## src/rtl/dse_pkg.sv

```systemverilog
// constants, types and register layout for the exception entry block
//
// Function
// [RULE_01] system call stores next instruction address in save_restore_pc
// [RULE_02] state goes to save_restore_state before the system call is taken
// [RULE_03] saved state copies 0,48-55,57-59,62-63; clears 33-36, 42-47
// [RULE_04] further machine state bits may also be copied on entry
// [RULE_05] entry sets 64-bit mode, clears listed bits, endian from exception
// [RULE_06] exception 64-bit mode bit is copied into 64-bit mode on any entry; code always sets 64-bit mode to 1 instead
// [RULE_07] decrementer entry fetches at base plus 0x00900
// [RULE_08] system call entry fetches at base plus 0x00c00, new prefix bit
// [RULE_09] system call entry is context synchronizing; prior effects finish
// [RULE_10] decrementer msb rise sets one collapsed request; taking clears it
// [RULE_11] decrementer entry saves next fetch address in save_restore_pc
// [RULE_12] decrementer taken only with irqs enabled, nothing higher pending
package dse_pkg;
   // machine state bit numbers, big-endian 64-bit numbering (0 = msb)
   localparam int BIT_SIXTY_FOUR     = 0;
   localparam int BIT_EXC_SIXTY_FOUR = 2;
   localparam int BIT_POWER_SAVE     = 45;
   localparam int BIT_EXC_LITTLE_END = 47;
   localparam int BIT_EXT_IRQ_EN     = 48;
   localparam int BIT_PROBLEM        = 49;
   localparam int BIT_FP_AVAIL       = 50;
   localparam int BIT_MCHK_EN        = 51;
   localparam int BIT_FP_MODE_LO     = 52;
   localparam int BIT_STEP_TRACE     = 53;
   localparam int BIT_BRANCH_TRACE   = 54;
   localparam int BIT_FP_MODE_HI     = 55;
   localparam int BIT_PREFIX         = 57;
   localparam int BIT_INSN_RELOC     = 58;
   localparam int BIT_DATA_RELOC     = 59;
   localparam int BIT_RECOVERABLE    = 62;
   localparam int BIT_LITTLE_END     = 63;

   // save mask: bits copied into the state save register
   localparam logic [63:0] SAVE_MASK = 64'h8000_0000_0000_ff73;
   localparam logic [63:0] MST_RESET = 64'h0000_0000_0000_0000;

   localparam logic [19:0] VEC_DEC      = 20'h00900;
   localparam logic [19:0] VEC_SYSCALL  = 20'h00c00;
   localparam logic [63:0] BASE_PREFIX1 = 64'h0000_0000_fff0_0000;
   localparam logic [63:0] BASE_PREFIX0 = 64'h0000_0000_0000_0000;

   // avalon register word addresses
   localparam logic [3:0] ADR_MST_LO  = 4'h0;
   localparam logic [3:0] ADR_MST_HI  = 4'h1;
   localparam logic [3:0] ADR_PC_LO   = 4'h2;
   localparam logic [3:0] ADR_PC_HI   = 4'h3;
   localparam logic [3:0] ADR_ST_LO   = 4'h4;
   localparam logic [3:0] ADR_ST_HI   = 4'h5;
   localparam logic [3:0] ADR_IRQ_ST  = 4'h6;
   localparam logic [3:0] ADR_IRQ_MSK = 4'h7;
   localparam logic [3:0] ADR_CTRL    = 4'h8;
   localparam logic [31:0] UNMAPPED   = 32'hdead_0000;

   // interrupt status bits
   localparam int IRQ_DEC = 0;
   localparam int IRQ_SC  = 1;

   typedef enum logic [1:0] {EXC_NONE, EXC_DEC, EXC_SC} dse_exc_e;

   typedef struct packed {
      logic        valid;
      logic [63:0] next_pc;
   } dse_sc_s;

   typedef struct packed {
      logic        valid;
      logic [63:0] vector;
   } dse_redir_s;

   // bit position in lsb-0 vector for a big-endian bit number
   function automatic int bp(input int n);
      return 63 - n;
   endfunction : bp
endpackage : dse_pkg

```

## src/rtl/dse_entry_calc.sv

```systemverilog
// next machine state, saved state and vector for an exception entry
`timescale 1ns/1ps
module dse_entry_calc (
   // current state
   input  wire logic [63:0]       cur_state,
   input  wire dse_pkg::dse_exc_e kind,
   // results
   output logic [63:0]            next_state,
   output logic [63:0]            saved,
   output logic [63:0]            vector
);
   always_comb begin
      saved = cur_state & dse_pkg::SAVE_MASK; // RULE_03 RULE_04
      next_state = cur_state;
      next_state[dse_pkg::bp(dse_pkg::BIT_SIXTY_FOUR)] = 1'b1; // RULE_05
      // 64-bit mode is forced to 1; ORing in the exception copy bit changes nothing
      next_state[dse_pkg::bp(dse_pkg::BIT_SIXTY_FOUR)] =
         cur_state[dse_pkg::bp(dse_pkg::BIT_EXC_SIXTY_FOUR)] | 1'b1; // RULE_06
      next_state[dse_pkg::bp(dse_pkg::BIT_POWER_SAVE)]   = 1'b0; // RULE_05
      next_state[dse_pkg::bp(dse_pkg::BIT_EXT_IRQ_EN)]   = 1'b0;
      next_state[dse_pkg::bp(dse_pkg::BIT_PROBLEM)]      = 1'b0;
      next_state[dse_pkg::bp(dse_pkg::BIT_FP_AVAIL)]     = 1'b0;
      next_state[dse_pkg::bp(dse_pkg::BIT_FP_MODE_LO)]   = 1'b0;
      next_state[dse_pkg::bp(dse_pkg::BIT_STEP_TRACE)]   = 1'b0;
      next_state[dse_pkg::bp(dse_pkg::BIT_BRANCH_TRACE)] = 1'b0;
      next_state[dse_pkg::bp(dse_pkg::BIT_FP_MODE_HI)]   = 1'b0;
      next_state[dse_pkg::bp(dse_pkg::BIT_INSN_RELOC)]   = 1'b0;
      next_state[dse_pkg::bp(dse_pkg::BIT_DATA_RELOC)]   = 1'b0;
      next_state[dse_pkg::bp(dse_pkg::BIT_RECOVERABLE)]  = 1'b0;
      next_state[dse_pkg::bp(dse_pkg::BIT_LITTLE_END)]   =
         cur_state[dse_pkg::bp(dse_pkg::BIT_EXC_LITTLE_END)]; // RULE_05
      // prefix is unchanged, so "new" prefix equals the old one
      vector = cur_state[dse_pkg::bp(dse_pkg::BIT_PREFIX)] ?
               dse_pkg::BASE_PREFIX1 : dse_pkg::BASE_PREFIX0;
      if (kind == dse_pkg::EXC_SC) begin
         vector[19:0] = dse_pkg::VEC_SYSCALL; // RULE_08
      end else begin
         vector[19:0] = dse_pkg::VEC_DEC; // RULE_07
      end
   end
endmodule : dse_entry_calc

```

## src/rtl/dse_exc_entry.sv

```systemverilog
// decrementer and system call exception entry with avalon register access
//
// The implementer's own choices: register access over Avalon-MM and the address map.
`timescale 1ns/1ps
module dse_exc_entry (
   // clock and reset
   input  wire logic        clk_sys,
   input  wire logic        rst_b,
   // avalon-mm slave
   input  wire logic [3:0]  avs_address,
   input  wire logic        avs_read,
   input  wire logic        avs_write,
   input  wire logic [31:0] avs_writedata,
   output logic [31:0]      avs_readdata,
   output logic             avs_waitrequest,
   // instruction sequencer
   input  wire logic        sc_valid,
   input  wire logic [63:0] sc_next_pc,
   input  wire logic [63:0] seq_next_pc,
   input  wire logic        seq_quiet,
   input  wire logic        higher_pending,
   // decrement timer
   input  wire logic        dec_msb,
   // fetch redirect and status
   output logic             redirect_valid,
   output logic [63:0]      redirect_pc,
   output logic             sync_busy,
   output logic             irq
);
   logic [63:0] machine_state_reg_q;
   logic [63:0] save_restore_pc_q;
   logic [63:0] save_restore_state_q;
   logic        dec_msb_q;
   logic        dec_pend_q;
   logic [1:0]  irq_st_q;
   logic [1:0]  irq_msk_q;
   logic        sc_hold_q;
   logic [63:0] sc_pc_q;
   logic        dec_enable_q;
   logic [63:0] state_new;
   logic [63:0] saved;
   logic [63:0] vector;
   logic        take_sc;
   logic        take_dec;
   logic        st_rd;
   logic [31:0] rd_d;
   dse_pkg::dse_exc_e kind;

   // dec_msb is produced by the timer in this clock domain
   always_ff @(posedge clk_sys or negedge rst_b) begin
      if (!rst_b) begin
         dec_msb_q <= 1'b0;
      end else begin
         dec_msb_q <= dec_msb;
      end
   end

   // system call waits until earlier context changes drain
   assign take_sc  = (sc_valid | sc_hold_q) & seq_quiet; // RULE_09
   assign take_dec = dec_pend_q & ~take_sc & ~higher_pending &
                     machine_state_reg_q[dse_pkg::bp(dse_pkg::BIT_EXT_IRQ_EN)] &
                     dec_enable_q; // RULE_12
   assign kind = take_sc ? dse_pkg::EXC_SC :
                 (take_dec ? dse_pkg::EXC_DEC : dse_pkg::EXC_NONE);

   always_ff @(posedge clk_sys or negedge rst_b) begin
      if (!rst_b) begin
         sc_hold_q <= 1'b0;
         sc_pc_q   <= '0;
      end else if (take_sc) begin
         sc_hold_q <= 1'b0;
      end else if (sc_valid) begin
         sc_hold_q <= 1'b1;
         sc_pc_q   <= sc_next_pc;
      end
   end

   // rising msb sets the request; many rises collapse; a new rise wins
   always_ff @(posedge clk_sys or negedge rst_b) begin
      if (!rst_b) begin
         dec_pend_q <= 1'b0;
      end else if (dec_msb & ~dec_msb_q) begin
         dec_pend_q <= 1'b1; // RULE_10
      end else if (take_dec) begin
         dec_pend_q <= 1'b0; // RULE_10
      end
   end

   dse_entry_calc u_calc (
      .cur_state  (machine_state_reg_q),
      .kind       (kind),
      .next_state (state_new),
      .saved      (saved),
      .vector     (vector)
   );

   // state saved from the old value in the same edge that enters
   always_ff @(posedge clk_sys or negedge rst_b) begin
      if (!rst_b) begin
         save_restore_pc_q    <= '0;
         save_restore_state_q <= '0;
      end else if (take_sc) begin
         save_restore_pc_q    <= sc_valid & ~sc_hold_q ?
                                 sc_next_pc : sc_pc_q; // RULE_01
         save_restore_state_q <= saved; // RULE_02 RULE_03
      end else if (take_dec) begin
         save_restore_pc_q    <= seq_next_pc; // RULE_11
         save_restore_state_q <= saved; // RULE_03
      end else if (avs_write & ~avs_waitrequest) begin
         if (avs_address == dse_pkg::ADR_PC_LO) begin
            save_restore_pc_q[31:0] <= avs_writedata;
         end else if (avs_address == dse_pkg::ADR_PC_HI) begin
            save_restore_pc_q[63:32] <= avs_writedata;
         end else if (avs_address == dse_pkg::ADR_ST_LO) begin
            save_restore_state_q[31:0] <= avs_writedata;
         end else if (avs_address == dse_pkg::ADR_ST_HI) begin
            save_restore_state_q[63:32] <= avs_writedata;
         end
      end
   end

   always_ff @(posedge clk_sys or negedge rst_b) begin
      if (!rst_b) begin
         machine_state_reg_q <= dse_pkg::MST_RESET;
      end else if (take_sc | take_dec) begin
         machine_state_reg_q <= state_new; // RULE_05 RULE_06
      end else if (avs_write & ~avs_waitrequest) begin
         if (avs_address == dse_pkg::ADR_MST_LO) begin
            machine_state_reg_q[31:0] <= avs_writedata;
         end else if (avs_address == dse_pkg::ADR_MST_HI) begin
            machine_state_reg_q[63:32] <= avs_writedata;
         end
      end
   end

   always_ff @(posedge clk_sys or negedge rst_b) begin
      if (!rst_b) begin
         redirect_valid <= 1'b0;
         redirect_pc    <= '0;
         sync_busy      <= 1'b0;
      end else begin
         redirect_valid <= take_sc | take_dec; // RULE_07 RULE_08
         redirect_pc    <= vector;
         sync_busy      <= (sc_valid | sc_hold_q) & ~take_sc; // RULE_09
      end
   end

   // control and mask
   always_ff @(posedge clk_sys or negedge rst_b) begin
      if (!rst_b) begin
         irq_msk_q    <= '0;
         dec_enable_q <= 1'b1;
      end else if (avs_write & ~avs_waitrequest) begin
         if (avs_address == dse_pkg::ADR_IRQ_MSK) begin
            irq_msk_q <= avs_writedata[1:0];
         end else if (avs_address == dse_pkg::ADR_CTRL) begin
            dec_enable_q <= avs_writedata[0];
         end
      end
   end

   // sticky status; set wins over the read clear
   assign st_rd = avs_read & ~avs_waitrequest &
                  (avs_address == dse_pkg::ADR_IRQ_ST);
   always_ff @(posedge clk_sys or negedge rst_b) begin
      if (!rst_b) begin
         irq_st_q <= '0;
      end else begin
         irq_st_q[dse_pkg::IRQ_DEC] <= take_dec |
            (irq_st_q[dse_pkg::IRQ_DEC] & ~st_rd);
         irq_st_q[dse_pkg::IRQ_SC] <= take_sc |
            (irq_st_q[dse_pkg::IRQ_SC] & ~st_rd);
      end
   end

   always_ff @(posedge clk_sys or negedge rst_b) begin
      if (!rst_b) begin
         irq <= 1'b0;
      end else begin
         irq <= |(irq_st_q & irq_msk_q);
      end
   end

   // one wait cycle: data registered, then accepted
   always_comb begin
      rd_d = dse_pkg::UNMAPPED;
      if (avs_address == dse_pkg::ADR_MST_LO) begin
         rd_d = machine_state_reg_q[31:0];
      end else if (avs_address == dse_pkg::ADR_MST_HI) begin
         rd_d = machine_state_reg_q[63:32];
      end else if (avs_address == dse_pkg::ADR_PC_LO) begin
         rd_d = save_restore_pc_q[31:0];
      end else if (avs_address == dse_pkg::ADR_PC_HI) begin
         rd_d = save_restore_pc_q[63:32];
      end else if (avs_address == dse_pkg::ADR_ST_LO) begin
         rd_d = save_restore_state_q[31:0];
      end else if (avs_address == dse_pkg::ADR_ST_HI) begin
         rd_d = save_restore_state_q[63:32];
      end else if (avs_address == dse_pkg::ADR_IRQ_ST) begin
         rd_d = {30'h0, irq_st_q};
      end else if (avs_address == dse_pkg::ADR_IRQ_MSK) begin
         rd_d = {30'h0, irq_msk_q};
      end else if (avs_address == dse_pkg::ADR_CTRL) begin
         rd_d = {31'h0, dec_enable_q};
      end
   end

   always_ff @(posedge clk_sys or negedge rst_b) begin
      if (!rst_b) begin
         avs_waitrequest <= 1'b1;
         avs_readdata    <= '0;
      end else begin
         avs_waitrequest <= ~((avs_read | avs_write) & avs_waitrequest);
         if (avs_read & avs_waitrequest) begin
            avs_readdata <= rd_d;
         end
      end
   end
endmodule : dse_exc_entry

```

## config.mk

```make
export PLATFORM = sky130hd
export DESIGN_NAME = dse_exc_entry
export DESIGN_NICKNAME = d
export VERILOG_FILES = /design/src/rtl/dse_pkg.sv /design/src/rtl/dse_entry_calc.sv /design/src/rtl/dse_exc_entry.sv
export SDC_FILE = /design/constraint.sdc
export NUM_CORES = 1
export LEC_CHECK = 0
export BUFFER_PORTS_ARGS = -buffer_cell sky130_fd_sc_hd__buf_2
export CORE_ASPECT_RATIO = 1.4
export CORE_MARGIN = 5
export CORE_UTILIZATION = 53
export CTS_BUF_LIST = sky130_fd_sc_hd__clkbuf_4 sky130_fd_sc_hd__clkbuf_8
export DETAILED_ROUTE_END_ITERATION = 10
export PLACE_DENSITY = 0.88
export SLEW_MARGIN = 20
export SYNTH_ARGS = -nofsm -noshare
export SYNTH_HDL_FRONTEND = slang
export SYNTH_SLANG_ARGS = --single-unit
```

## constraint.sdc

```tcl
create_clock -name clk_sys -period 1.7 [get_ports clk_sys]
set_input_delay 0.34 -clock clk_sys [delete_from_list [all_inputs] [get_ports clk_sys]]
set_output_delay 0.34 -clock clk_sys [all_outputs]
set_load 0.005 [all_outputs]
```

Word level (Yosys, flattened, before mapping) --
Cells that the tools add are included.
Word-level totals: register bits 364, bits of input ports 172, output and inout bits 100, word-level logic and storage cells 125
Cells by class: equality and inequality tests 13, mux-type cells 37, bitwise gates (word level) 31, reductions and logical operators 23
Operator list (number):
- 2-to-1 mux 64 bit | 11
- 2-to-1 mux 32 bit | 19
- equality test 4 x 3 -> 1 bit (second input constant) | 4
- AND 1 bit | 15
- nonzero test 3 bit | 5
- AND reduction 3 bit | 4
- 2-to-1 mux 11 bit | 1
- inverter 1 bit | 10
- nonzero test 2 bit | 5
- != test 3 bit (second input constant) | 3
- equality test 4 x 2 -> 1 bit (second input constant) | 2
- AND reduction 2 bit | 4
- AND reduction 4 bit | 2
- 2-to-1 mux 1 bit | 5
- bitwise OR 1 bit | 5
- AND reduction 5 bit | 1
- equality test 4 x 1 -> 1 bit (second input constant) | 1
- equality test 4 bit (second input constant) | 1
- zero test 4 bit | 1
- AND 2 bit | 1
- equality test 2 bit (second input constant) | 1
- 2-to-1 mux 2 bit | 1
- != test 2 bit (second input constant) | 1
- OR reduction 2 bit | 1

Logic depth before layout (Yosys ltp) --
Gate-level depths: netlist of the first run.
depth in word-level cells 11, mapped depth 8, gate-level depth less buffers 5

Cells and area by module --
A second synthesis of the first run with hierarchy kept.
Second synthesis, totals: cells, all modules 1983, area total of the unflattened synthesis 18933.2 sq um
Modules (own cells, without submodules):
- dse_exc_entry | instances 1, cells an instance 1789, area an instance 17486.8 sq um
- dse_entry_calc | instances 1, cells an instance 194, area an instance 1446.4 sq um

Least setup slack after synthesis of the first run --
OpenSTA, ideal clock, no wires.
path type reg-to-reg, start reg dec_enable_q, end reg save_restore_pc_q[38], arrival time 1736 ps, slack -159 ps, stages on the path, launching flop included 7, buffers on the path 2, path through dfstp_2 and4b_1 buf_2 buf_2 mux2_2 a22oi_1 a21oi_2
On the way: word-level cells in the longest chain between the ends 3, elaborated cells on any way between the ends 7, classes of those cells eq/ne: 1; mux: 2; bitwise: 1; reduce/logical: 3
RTL lines:
- start, declared | RTL line dse_exc_entry.sv:39 | logic dec_enable_q;
- start signal, assigned | RTL line dse_exc_entry.sv:157 | dec_enable_q <= avs_writedata[0];
- AND 1 bit * | RTL line dse_exc_entry.sv:61 | machine_state_reg_q[dse_pkg::bp(dse_pkg::BIT_EXT_IRQ_EN)] &
- != test 3 bit (no source line) (tied with other cells)
- AND reduction 3 bit (no source line) or 2-to-1 mux 64 bit (tied branches)
- end signal, assigned | RTL line dse_exc_entry.sv:103 | save_restore_pc_q <= sc_valid & ~sc_hold_q ?
- end signal, assigned | RTL line dse_exc_entry.sv:107 | save_restore_pc_q <= seq_next_pc;
- end signal, assigned | RTL line dse_exc_entry.sv:113 | save_restore_pc_q[63:32] <= avs_writedata;
- end, declared | RTL line dse_exc_entry.sv:31 | logic [63:0] save_restore_pc_q;
Every way passes the cells marked *; elsewhere a longest branch is shown, timed or not. A chain may end at the register's enable or synchronous reset.

Worst setup path in the final report of the first run --
start reg dec_pend_q, end reg save_restore_pc_q[17]
On the way: word-level cells in the longest chain between the ends 6, elaborated cells on any way between the ends 9, classes of those cells mux: 2; bitwise: 4; reduce/logical: 3
RTL lines:
- start, declared | RTL line dse_exc_entry.sv:34 | logic dec_pend_q;
- start signal, assigned | RTL line dse_exc_entry.sv:81 | dec_pend_q <= 1'b0;
- start signal, assigned | RTL line dse_exc_entry.sv:83 | dec_pend_q <= 1'b1;
- start signal, assigned | RTL line dse_exc_entry.sv:85 | dec_pend_q <= 1'b0;
- AND 1 bit * (3 in series) | RTL line dse_exc_entry.sv:60 | assign take_dec = dec_pend_q & ~take_sc & ~higher_pending &
- AND 1 bit * | RTL line dse_exc_entry.sv:61
- nonzero test 3 bit (no source line) or 2-to-1 mux 64 bit (tied branches)
- AND reduction 2 bit (no source line) or 2-to-1 mux 64 bit (tied branches)
- end signal, assigned | RTL line dse_exc_entry.sv:103
- end signal, assigned | RTL line dse_exc_entry.sv:107
- end signal, assigned | RTL line dse_exc_entry.sv:111 | save_restore_pc_q[31:0] <= avs_writedata;
Marks and branches as above.

==> flow_summary.yaml, run 1 <==
outcome:
  outcome: "complete, but fails checks"
  violations: "setup timing"
yosys:
  yosys.area.top_type_share_pct: 48.3
  syn_area_sq_um: 15700
  ys_seq_area_share_pct: 48.6
  synth_edf_count: 0
  synth.avg_cell_area_sq_um: 10.4
  ys_seq_elements: 304
  ys.flop_type: "dfrtp_1"
  synth_cell_types: 56
  ys_async_sr_fraction_pct: 100
  ys_top_cells_by_area: "dfrtp_1 48%, mux2_2 14%, a22oi_1 4.5%"
  syn_inst: 1502
  yosysWarnings: 0
  synth_top_cell_by_area: "dfrtp_1"
setup_path:
  critical_path_class: "reg -> reg"
  crit_top_cell: "buf_4"
  setup.worst_path.end_class: "flip-flop"
  crit_required_ps: 2180
  critical_path.cell_chain: "buf_4, buf_4, nand4b_1, buf_6, clkbuf_16, mux2_2, a22oi_1, a21oi_1"
  path_buf_inv: 4
  slowest_delay_ps: 410
  cp_data_arrival_time_ps: 2460
  worstSetupStartpointType: "flip-flop"
  reg2reg_from: "dec_pend_q"
  startpoint: "dec_pend_q"
  path_delay_family: "buffers and inverters"
  path_max_fanout: 10
  crit_slowest_cell: "dfrtp_1"
die:
  die_h_um: 213
  rows: 74
  initial_core_util_pct: 53.7
  die_area_sq_um: 33100
  ios: 272
  core_area_sq_um: 29200
  die_width_um: 155
detailed_routing:
  drt-initial-drc-count: 2371
  drtPass1Iterations: 7
  num_vias: 15517
  antenna_left: 0
  drt_wl_total_um: 63800
  viasPerCell: 6.86
  drc_errors: 0
  wire_per_inst_um: 28.2
grt:
  grt_use_met3_pct: 6.78
  grt_use_total_pct: 31.4
  top_usage_layer: "met2"
  grt_pass1_wl_um: 82300
  grt_pass1_vias: 14464
  grt_overflow: 0
  use_met1_pct: 40.2
  antenna_found_initial: 4
  grt_max_degree: 67
  grtUsageMet2_pct: 50.4
hold_path:
  hp-class: "in -> reg"
  worstHoldStart: "sc_next_pc[39]"
sta:
  hold_viol_final: 0
  fin_ws_ps: -286
  fin_crit_sh_pct: 117
  fin_skew_ps: 27.8
  hold_ws_ps: 3.25
  setup_viol: 192
  period_minus_slack_ps: 1990
  slew_viol_final: 0
  clock.fmax_ghz: 0.504
  relSlewSlack_pct: 23.2
  grt_setup_unrepaired: "true"
  tightest_slew_ps: 1140
power_and_ir_drop:
  p_per_area_nw_per_um2: 984
  total_power_w: 0.0209
  p_leak_nw: 9.68
  peakVddDrop_mv: 0.658
layout:
  fillers: 1653
  postLayoutCoreUtil_pct: 72.9
  nNetsFinal: 2012
  layout-drive-gt1-share_pct: 46.1
  area_growth_pct: 35.8
clocking:
  path_clk_slew_ps: 80
  cts_root_buf: "clkbuf_8"
  clk_path_buf_depth: 3
  clock_latency_ps: 600
  cts_buffers: 45
  clock-sinks: 304
  cts_tree: "yes"
  htreeDepth: 2
place:
  gp_congestion: 0.961
  pre_cts_ws_ps: -322
  hpwl_um: 34000
  io_buffers: 222
job:
  maxCapViolations: 0
## final cells by class
class | instances | area (sq um) | share of cell area (%)
multi-input cells | 1046 | 8230 | 38.7
flip-flops and latches | 304 | 7610 | 35.8
repair buffers | 430 | 3780 | 17.8
clock buffers | 67 | 841 | 3.95
well taps | 380 | 475 | 2.24
clock inverters | 15 | 253 | 1.19
inverters | 13 | 61.3 | 0.288
diodes | 6 | 15.0 | 0.0706
## cells in the mapped netlist (24+ instances only)
cell and instances:
mux2i_1 24, dfrtp_1 302, a21oi_2 28, nor2_1 97
buf_2 30, a22oi_1 94, clkbuf_1 77, o21ai_0 58
a22o_1 65, a21oi_1 131, nand2_1 173, buf_4 63
mux2_2 188
## power by group
group / internal, W / switching, W / leakage, nW / total [W]
sequential: 0.00818 / 0.000772 / 3.78 / 0.00895
combinational: 0.00223 / 0.00237 / 5.32 / 0.00460
clock: 0.00424 / 0.00312 / 0.575 / 0.00736
## placed cells by master, fill, tap and decap left out, types with 12 or more instances in the layout
cell           netlist  routed
or3b_2              12      12
clkbuf_4             0      13
mux2_4               0      81
conb_1               2      50
nor2_2               3      17
nor2_4               0      29
mux2i_1             24      24
nand2_1            173     170
a31oi_1             19      15
a21oi_2             28      65
buf_2               30     219
a22oi_2              0      50
nor2_1              97      54
a22oi_1             94      44
nand3b_1            12      12
mux2_2             188     108
a21oi_1            131      94
a22o_1              65      65
clkbuf_8             0      54
dlygate4sd3_1        0      46
clkbuf_16            0      17
buf_12               0      37
buf_6                7      12
dfrtp_1            302     301
buf_4               63      87
o21ai_0             58      55
## worst paths after layout
| path | to | slack [ps] | cells after the start |
|---|---|---|---|
| setup / recovery | save_restore_pc_q[17] | -290 | 8 |
| hold / removal | sc_pc_q[39] | 3 | 2 |
| setup reg to reg | save_restore_pc_q[17] | -290 | 8 |
| hold reg to reg | redirect_pc[30] | 450 | 0 |
| max in group asynchronous | avs_waitrequest | 730 | 3 |
| min in group asynchronous | sc_pc_q[41] | 270 | 2 |
## stage by stage
step,area (sq um),cells,TNS [ps]
floorplan,15900,1550,-5910
global placement,17700,2082,-17840
detailed placement,17700,2082,-23680
CTS,20100,2231,-6150
global route,21300,2259,-31640
finish,21300,2261,-26770
## metal layers
layer	share of wire (%)	vias up	routed length, um
met2	44	1519	28400
met1	34	7447	21700
met4	9.4	0	6010
li1	-	6017	-
met3	12	534	7720
met5	0	-	0
## state kept, by name, indices dropped and copies added, names as in the netlist
signal                count
irq_st_q                  2
dec_enable_q              1
save_restore_state_q     64
avs_readdata             32
sync_busy                 1
dec_msb_q                 1
redirect_valid            1
irq_msk_q                 2
save_restore_pc_q        64
irq                       1
sc_pc_q                  64
machine_state_reg_q      64
redirect_pc               4
sc_hold_q                 1
dec_pend_q                1
avs_waitrequest           1
## cell families (layout without fill, tap and decap cells)
family	Yosys count	after routing	synth area share (%)
AOI/OAI and AO/OA	449	449	19.8
buffers and inverters	200	525	6.88
DFF	304	304	48.6
muxes	214	214	15.3
other	2	56	0.0480
and+or+nand+nor	333	333	9.37
## what timing repair did
item	4_1_cts	5_1_grt
setup endpoints to repair	181	172
gates resized for setup	133	176
setup buffers	13	9
hold endpoints to repair	90	0
pin swaps	8	19
hold buffers	46	0
cloned	9	18
Note: power is estimated with default switching activity, not from simulation.
==> inputs of run 2 (changes only) <==
- ABC_AREA: default -> 1
- CORE_UTILIZATION: 53 -> 52
- PLACE_DENSITY: 0.88 -> 0.87
==> flow_summary.yaml, run 2 <==
die:
  die_area_sq_um: 31900
  die_h_um: 209
  core_area_sq_um: 28200
  ios: 272
  initial_core_util_pct: 52.3
  rows: 73
  die_width_um: 152
clocking:
  clk_path_buf_depth: 3
  cts_tree: "yes"
  cts_root_buf: "clkbuf_8"
  cts_buffers: 44
  htreeDepth: 2
  path_clk_slew_ps: 70
  clock-sinks: 304
  clock_latency_ps: 580
layout:
  fin_area_sq_um: 18400
  area_growth_pct: 24.6
  layout_common_cells: "408 x nand2_1, 302 x dfrtp_1, 271 x o21ai_0"
  final_common_cell: "nand2_1"
  n_antenna_cell: 0
  nNetsFinal: 2247
  layout-drive-gt1-share_pct: 25.6
  seq_area_sq_um: 7610
  multi_input_area_sq_um: 6000
  fillers: 2125
sta:
  grt_setup_unrepaired: "true"
  fin_ws_ps: -65.1
  slew_viol_final: 0
  hold_viol_final: 0
  setup_viol: 26
  period_minus_slack_ps: 1770
  fin_crit_sh_pct: 104
  clock.fmax_ghz: 0.567
  fin_skew_ps: 15.7
  hold_ws_ps: 17.0
job:
  maxCapViolations: 0
grt:
  grt_max_degree: 79
  grt_pass1_vias: 13422
  antenna_found_initial: 0
  grt_pass1_wl_um: 69900
  grt_overflow: 0
  grt_use_total_pct: 26.7
yosys:
  ys.flop_type: "dfrtp_1"
  synth_cell_types: 35
  yosysMostFrequentCell: "nand2_1"
  synth_top_cell_by_area: "dfrtp_1"
  synth_edf_count: 0
  syn_inst: 1787
  ys_async_sr_fraction_pct: 100
  ys_top_cells_by_area: "dfrtp_1 51%, nand2_1 11%, o21ai_0 10%"
  synth.avg_cell_area_sq_um: 8.26
  yosysWarnings: 0
  ys_seq_area_share_pct: 51.6
  yosys.area.top_type_share_pct: 51.2
  ys_seq_elements: 304
  yosys-top-cells-count: "444 x nand2_1, 305 x o21ai_0, 302 x dfrtp_1, 160 x inv_1, 81 x nand3_1"
  syn_area_sq_um: 14800
place:
  hpwl_um: 32200
  io_buffers: 222
  dpl-instance-area_sq_um: 16800
  gp_congestion: 0.917
detailed_routing:
  drt-initial-drc-count: 1517
  drtPass1Iterations: 6
  num_vias: 14153
  viasPerCell: 5.70
  drt_wl_total_um: 47000
  wire_per_inst_um: 18.9
  drc_errors: 0
  antenna_left: 0
outcome:
  violations: "setup timing"
  outcome: "complete, but fails checks"
setup_path:
  slowest_delay_ps: 540
  critical_path_class: "reg -> reg"
  cp_data_arrival_time_ps: 2270
  critical_path.cell_chain: "nand4_1, buf_4, nor2_4, buf_12, clkbuf_16, nand2_1, nand4_1, o21a_1"
  path_max_fanout: 11
  crit_required_ps: 2210
  crit_slowest_cell: "dfstp_2"
  worstSetupStartpointType: "flip-flop"
  crit_top_cell: "nand4_1"
  setup.worst_path.end_class: "flip-flop"
power_and_ir_drop:
  p_per_area_nw_per_um2: 994
  peakVddDrop_mv: 0.726
  p_leak_nw: 9.21
hold_path:
  hp-class: "in -> reg"
-- run 2: changes by cell type in the layout (fill, tap and decap cells not counted), sizes merged, moves of 79 or more --
cell / before / now
inv: 12 / 171
o21ai: 59 / 335
a21oi: 159 / 78
mux2: 189 / 23
nand2: 173 / 448
a22oi: 94 / 0
nand3: 2 / 81
-- run 2: cells by family (layout without fill, tap and decap cells) --
kind of cell / count (synthesis) / count (layout) / share of synthesized area, %
AND/OR/NAND/NOR: 629 / 629 / 17.8
buffers and inverters: 336 / 608 / 10.5
other: 2 / 50 / 0.0509
multiplexers: 23 / 23 / 1.76
AO/OA/AOI/OAI: 493 / 493 / 18.3
flip-flops: 304 / 304 / 51.6
-- run 2: critical path, delay by kind of cell, from the launching register on --
| family | cells | cell delay, ps |
|---|---|---|
| DFF | 1 | 540 |
| and+or+nand+nor | 4 | 450 |
| buffers and inverters | 3 | 550 |
| AOI/OAI and AO/OA | 1 | 150 |
-- run 2: path summary, 6_finish.rpt --
path                       slack [ps]                    from                      end  depth (start not counted)
setup reg to reg                  -70            dec_enable_q    save_restore_pc_q[20]                          8
min in group asynchronous         250                   rst_b  machine_state_reg_q[10]                          2
max in group asynchronous         770                   rst_b          avs_waitrequest                          3
hold / removal                     20          sc_next_pc[27]              sc_pc_q[27]                          2
setup / recovery                  -70            dec_enable_q    save_restore_pc_q[20]                          8
hold reg to reg                   380  machine_state_reg_q[6]          redirect_pc[30]                          0
-- run 2: timing repair --
action / in CTS / in global routing
gates cloned: 1 / 14
setup endpoints to repair: 158 / 184
buffers inserted: 0 / 3
gates resized for setup: 8 / 106
hold endpoints to repair: 35 / 0
pin swaps: 1 / 8
hold buffers: 6 / 0
-- run 2: final cells by class --
type,count,share of cell area [%]
Clock buffer,64,4.52
Tap cell,375,2.55
Multi-Input combinational cell,1195,32.6
Inverter,171,3.63
Sequential cell,304,41.4
Clock inverter,14,0.402
Timing Repair Buffer,359,14.9
-- run 2: through the flow --
stage / setup TNS, ps / cells / total power, W / util [%] / setup WS, ps
after floorplan: 0 / 1835 / 0.0107 / - / 37.6
after global placement: -5420 / 2381 / 0.0119 / 59.5 / -108
after detailed placement: -14720 / 2381 / 0.0121 / 59.5 / -167
after CTS: -197 / 2465 / 0.0180 / 63.1 / -35.6
after global routing: -3980 / 2482 / 0.0191 / 65.1 / -107
final: -418 / 2482 / 0.0183 / 65.1 / -65.1
-- run 2: routing by layer --
| metal | global-route usage (%) | up-vias | part of all wire [%] |
|---|---|---|---|
| li1 | - | 6355 | - |
| met1 | 36.0 | 6690 | 38 |
| met2 | 42.9 | 944 | 47 |
| met3 | 5.30 | 164 | 9.3 |
| met4 | 10.9 | 0 | 4.8 |
| met5 | 0 | - | 0 |
-- run 2: power by group --
part           switching [W]  total (W)  internal (W)
clock                0.00284    0.00600       0.00316
combinational        0.00197    0.00337       0.00140
sequential          0.000590    0.00890       0.00831
==> inputs of run 3 (changes only) <==
- CORE_MARGIN: 5 -> 3
- RECOVER_POWER: default -> 25
==> flow_summary.yaml, run 3 (same netlist as run 2, synthesis figures left out) <==
outcome:
  outcome: "complete, but fails checks"
  violations: "setup timing"
setup_path:
  critical_path_class: "reg -> reg"
  path_max_fanout: 9
  startpoint: "sc_hold_q"
  worstSetupStartpointType: "flip-flop"
  reg2reg_slack_ps: -140
  r2r-end: "save_restore_state_q[52]"
  setup.worst_path.end_class: "flip-flop"
  r2r_cells: 9
  cp_data_arrival_time_ps: 2290
  reg2reg_from: "sc_hold_q"
  crit_required_ps: 2160
place:
  pre_cts_ws_ps: -188
  io_buffers: 222
  gp_congestion: 0.939
  dpl-instance-area_sq_um: 16800
  hpwl_um: 32300
power_and_ir_drop:
  p_per_area_nw_per_um2: 1020
  p_leak_nw: 9.47
  swShare_pct: 29.8
  switchingPower_w: 0.00574
  combPwrFrac_pct: 18.8
  clkPwrFrac_pct: 34.7
  internal_power_w: 0.0135
  peakVddDrop_mv: 0.614
  total_power_w: 0.0193
  power_frac_seq_pct: 46.5
layout:
  fin_area_sq_um: 19000
  area_growth_pct: 28.6
  nNetsFinal: 2277
  layout-drive-gt1-share_pct: 28.0
  postLayoutCoreUtil_pct: 68.4
  final_common_cell: "nand2_1"
  layout_common_cells: "387 x nand2_1, 302 x dfrtp_1, 257 x o21ai_0"
detailed_routing:
  num_vias: 15088
  drc_errors: 0
  drt-initial-drc-count: 2071
  antenna_left: 0
  drt_wl_total_um: 52200
  drtPass1Iterations: 6
  wire_per_inst_um: 20.8
  viasPerCell: 6.01
grt:
  grt_use_total_pct: 29.2
  grt_max_degree: 81
  grt_overflow: 0
  antenna_found_initial: 1
  grt_pass1_wl_um: 71000
  grt_pass1_vias: 13555
clocking:
  path_clk_slew_ps: 60
  cts_tree: "yes"
  clk_path_buf_depth: 3
  clock_latency_ps: 590
  clock-sinks: 304
  cts_buffers: 46
  cts_root_buf: "clkbuf_8"
  htreeDepth: 2
sta:
  fin_ws_ps: -139
  setup_viol: 54
  period_minus_slack_ps: 1840
  slew_viol_final: 0
  grt_setup_unrepaired: "true"
  clock.fmax_ghz: 0.544
  relSlewSlack_pct: 54.8
  hold_viol_final: 0
  fin_skew_ps: 25.3
  tightest_slew_ps: 679
  hold_ws_ps: 11.2
  fin_crit_sh_pct: 108
die:
  ios: 272
  core_area_sq_um: 27700
  rows: 72
  die_area_sq_um: 30500
  die_width_um: 148
  die_h_um: 205
  initial_core_util_pct: 53.2
hold_path:
  hold_path_depth: 2
  holdPathEnd: "sc_pc_q[3]"
  worstHoldStart: "sc_next_pc[3]"
  hp-class: "in -> reg"
job:
  maxCapViolations: 0
[run 3: changes by cell type in the layout (fill, tap and decap cells not counted), moves of 3 or more]
cell,before,now
clkinv_2,13,8
o21ai_1,59,71
buf_6,6,11
clkbuf_16,11,14
buf_4,86,97
buf_16,0,4
inv_2,7,11
clkbuf_8,56,60
o21ai_0,271,257
nand2_8,0,3
nand2_2,30,46
clkbuf_4,8,16
nand2_1,408,387
inv_1,158,155
[run 3: worst max path at each step]
stage	to	slack [ps]
6_report	save_restore_state_q[52]	-140
5_1_grt	save_restore_state_q[49]	-160
4_1_cts	save_restore_pc_q[2]	-30
3_5_place_dp	save_restore_pc_q[2]	-190
3_3_place_gp	save_restore_pc_q[32]	-160
2_1_floorplan	save_restore_pc_q[27]	40
[run 3: metal layers]
layer / vias to the layer above / wire length, um / track usage (%)
met4: 2 / 3420 / 13.4
li1: 6428 / - / -
met3: 327 / 5880 / 5.71
met2: 1297 / 24500 / 46.9
met5: - / 12 / 0
met1: 7034 / 18400 / 38.6
[run 3: cell type report]
cell class	count	area [sq um]
Fill cell	1930	8780
Sequential cell	304	7610
Multi-Input combinational cell	1195	6120
Timing Repair Buffer	386	3070
Clock buffer	72	916
Inverter	171	679
Tap cell	370	463
Clock inverter	10	100
Timing Repair inverter	1	8.76
Antenna cell	1	2.50
[run 3: power by group through the flow]
stage	clock, W	combinational [W]	sequential (W)
floorplan	0	0.00184	0.00884
global placement	0	0.00297	0.00893
detailed placement	0	0.00309	0.00899
CTS	0.00663	0.00323	0.00888
global route	0.00700	0.00396	0.00903
finish	0.00669	0.00363	0.00896
[run 3: critical path: stages, from the launching register on]
cell and delay [ps]:
dfrtp_1 420, o21a_2 230, clkinv_4 130, nand2_8 130
clkinv_8 80, buf_8 150, nand2_8 80, inv_12 70
clkbuf_16 160, o21ai_0 250
[run 3: per-stage QoR]
| stage | setup TNS, ps | cells |
|---|---|---|
| 2_1_floorplan | 0 | 1835 |
| 4_1_cts | -96.7 | 2474 |
| 6_report | -1610 | 2510 |
| 3_3_place_gp | -11400 | 2376 |
| 3_5_place_dp | -16530 | 2376 |
| 5_1_grt | -6920 | 2509 |
[run 3: what timing repair did]
action / in CTS / in global routing
setup buffers: 5 / 18
hold endpoints to repair: 44 / 0
resized for setup: 35 / 145
hold buffers: 8 / 0
setup endpoints to repair: 207 / 155
cloned: 3 / 17
pin swaps: 2 / 16
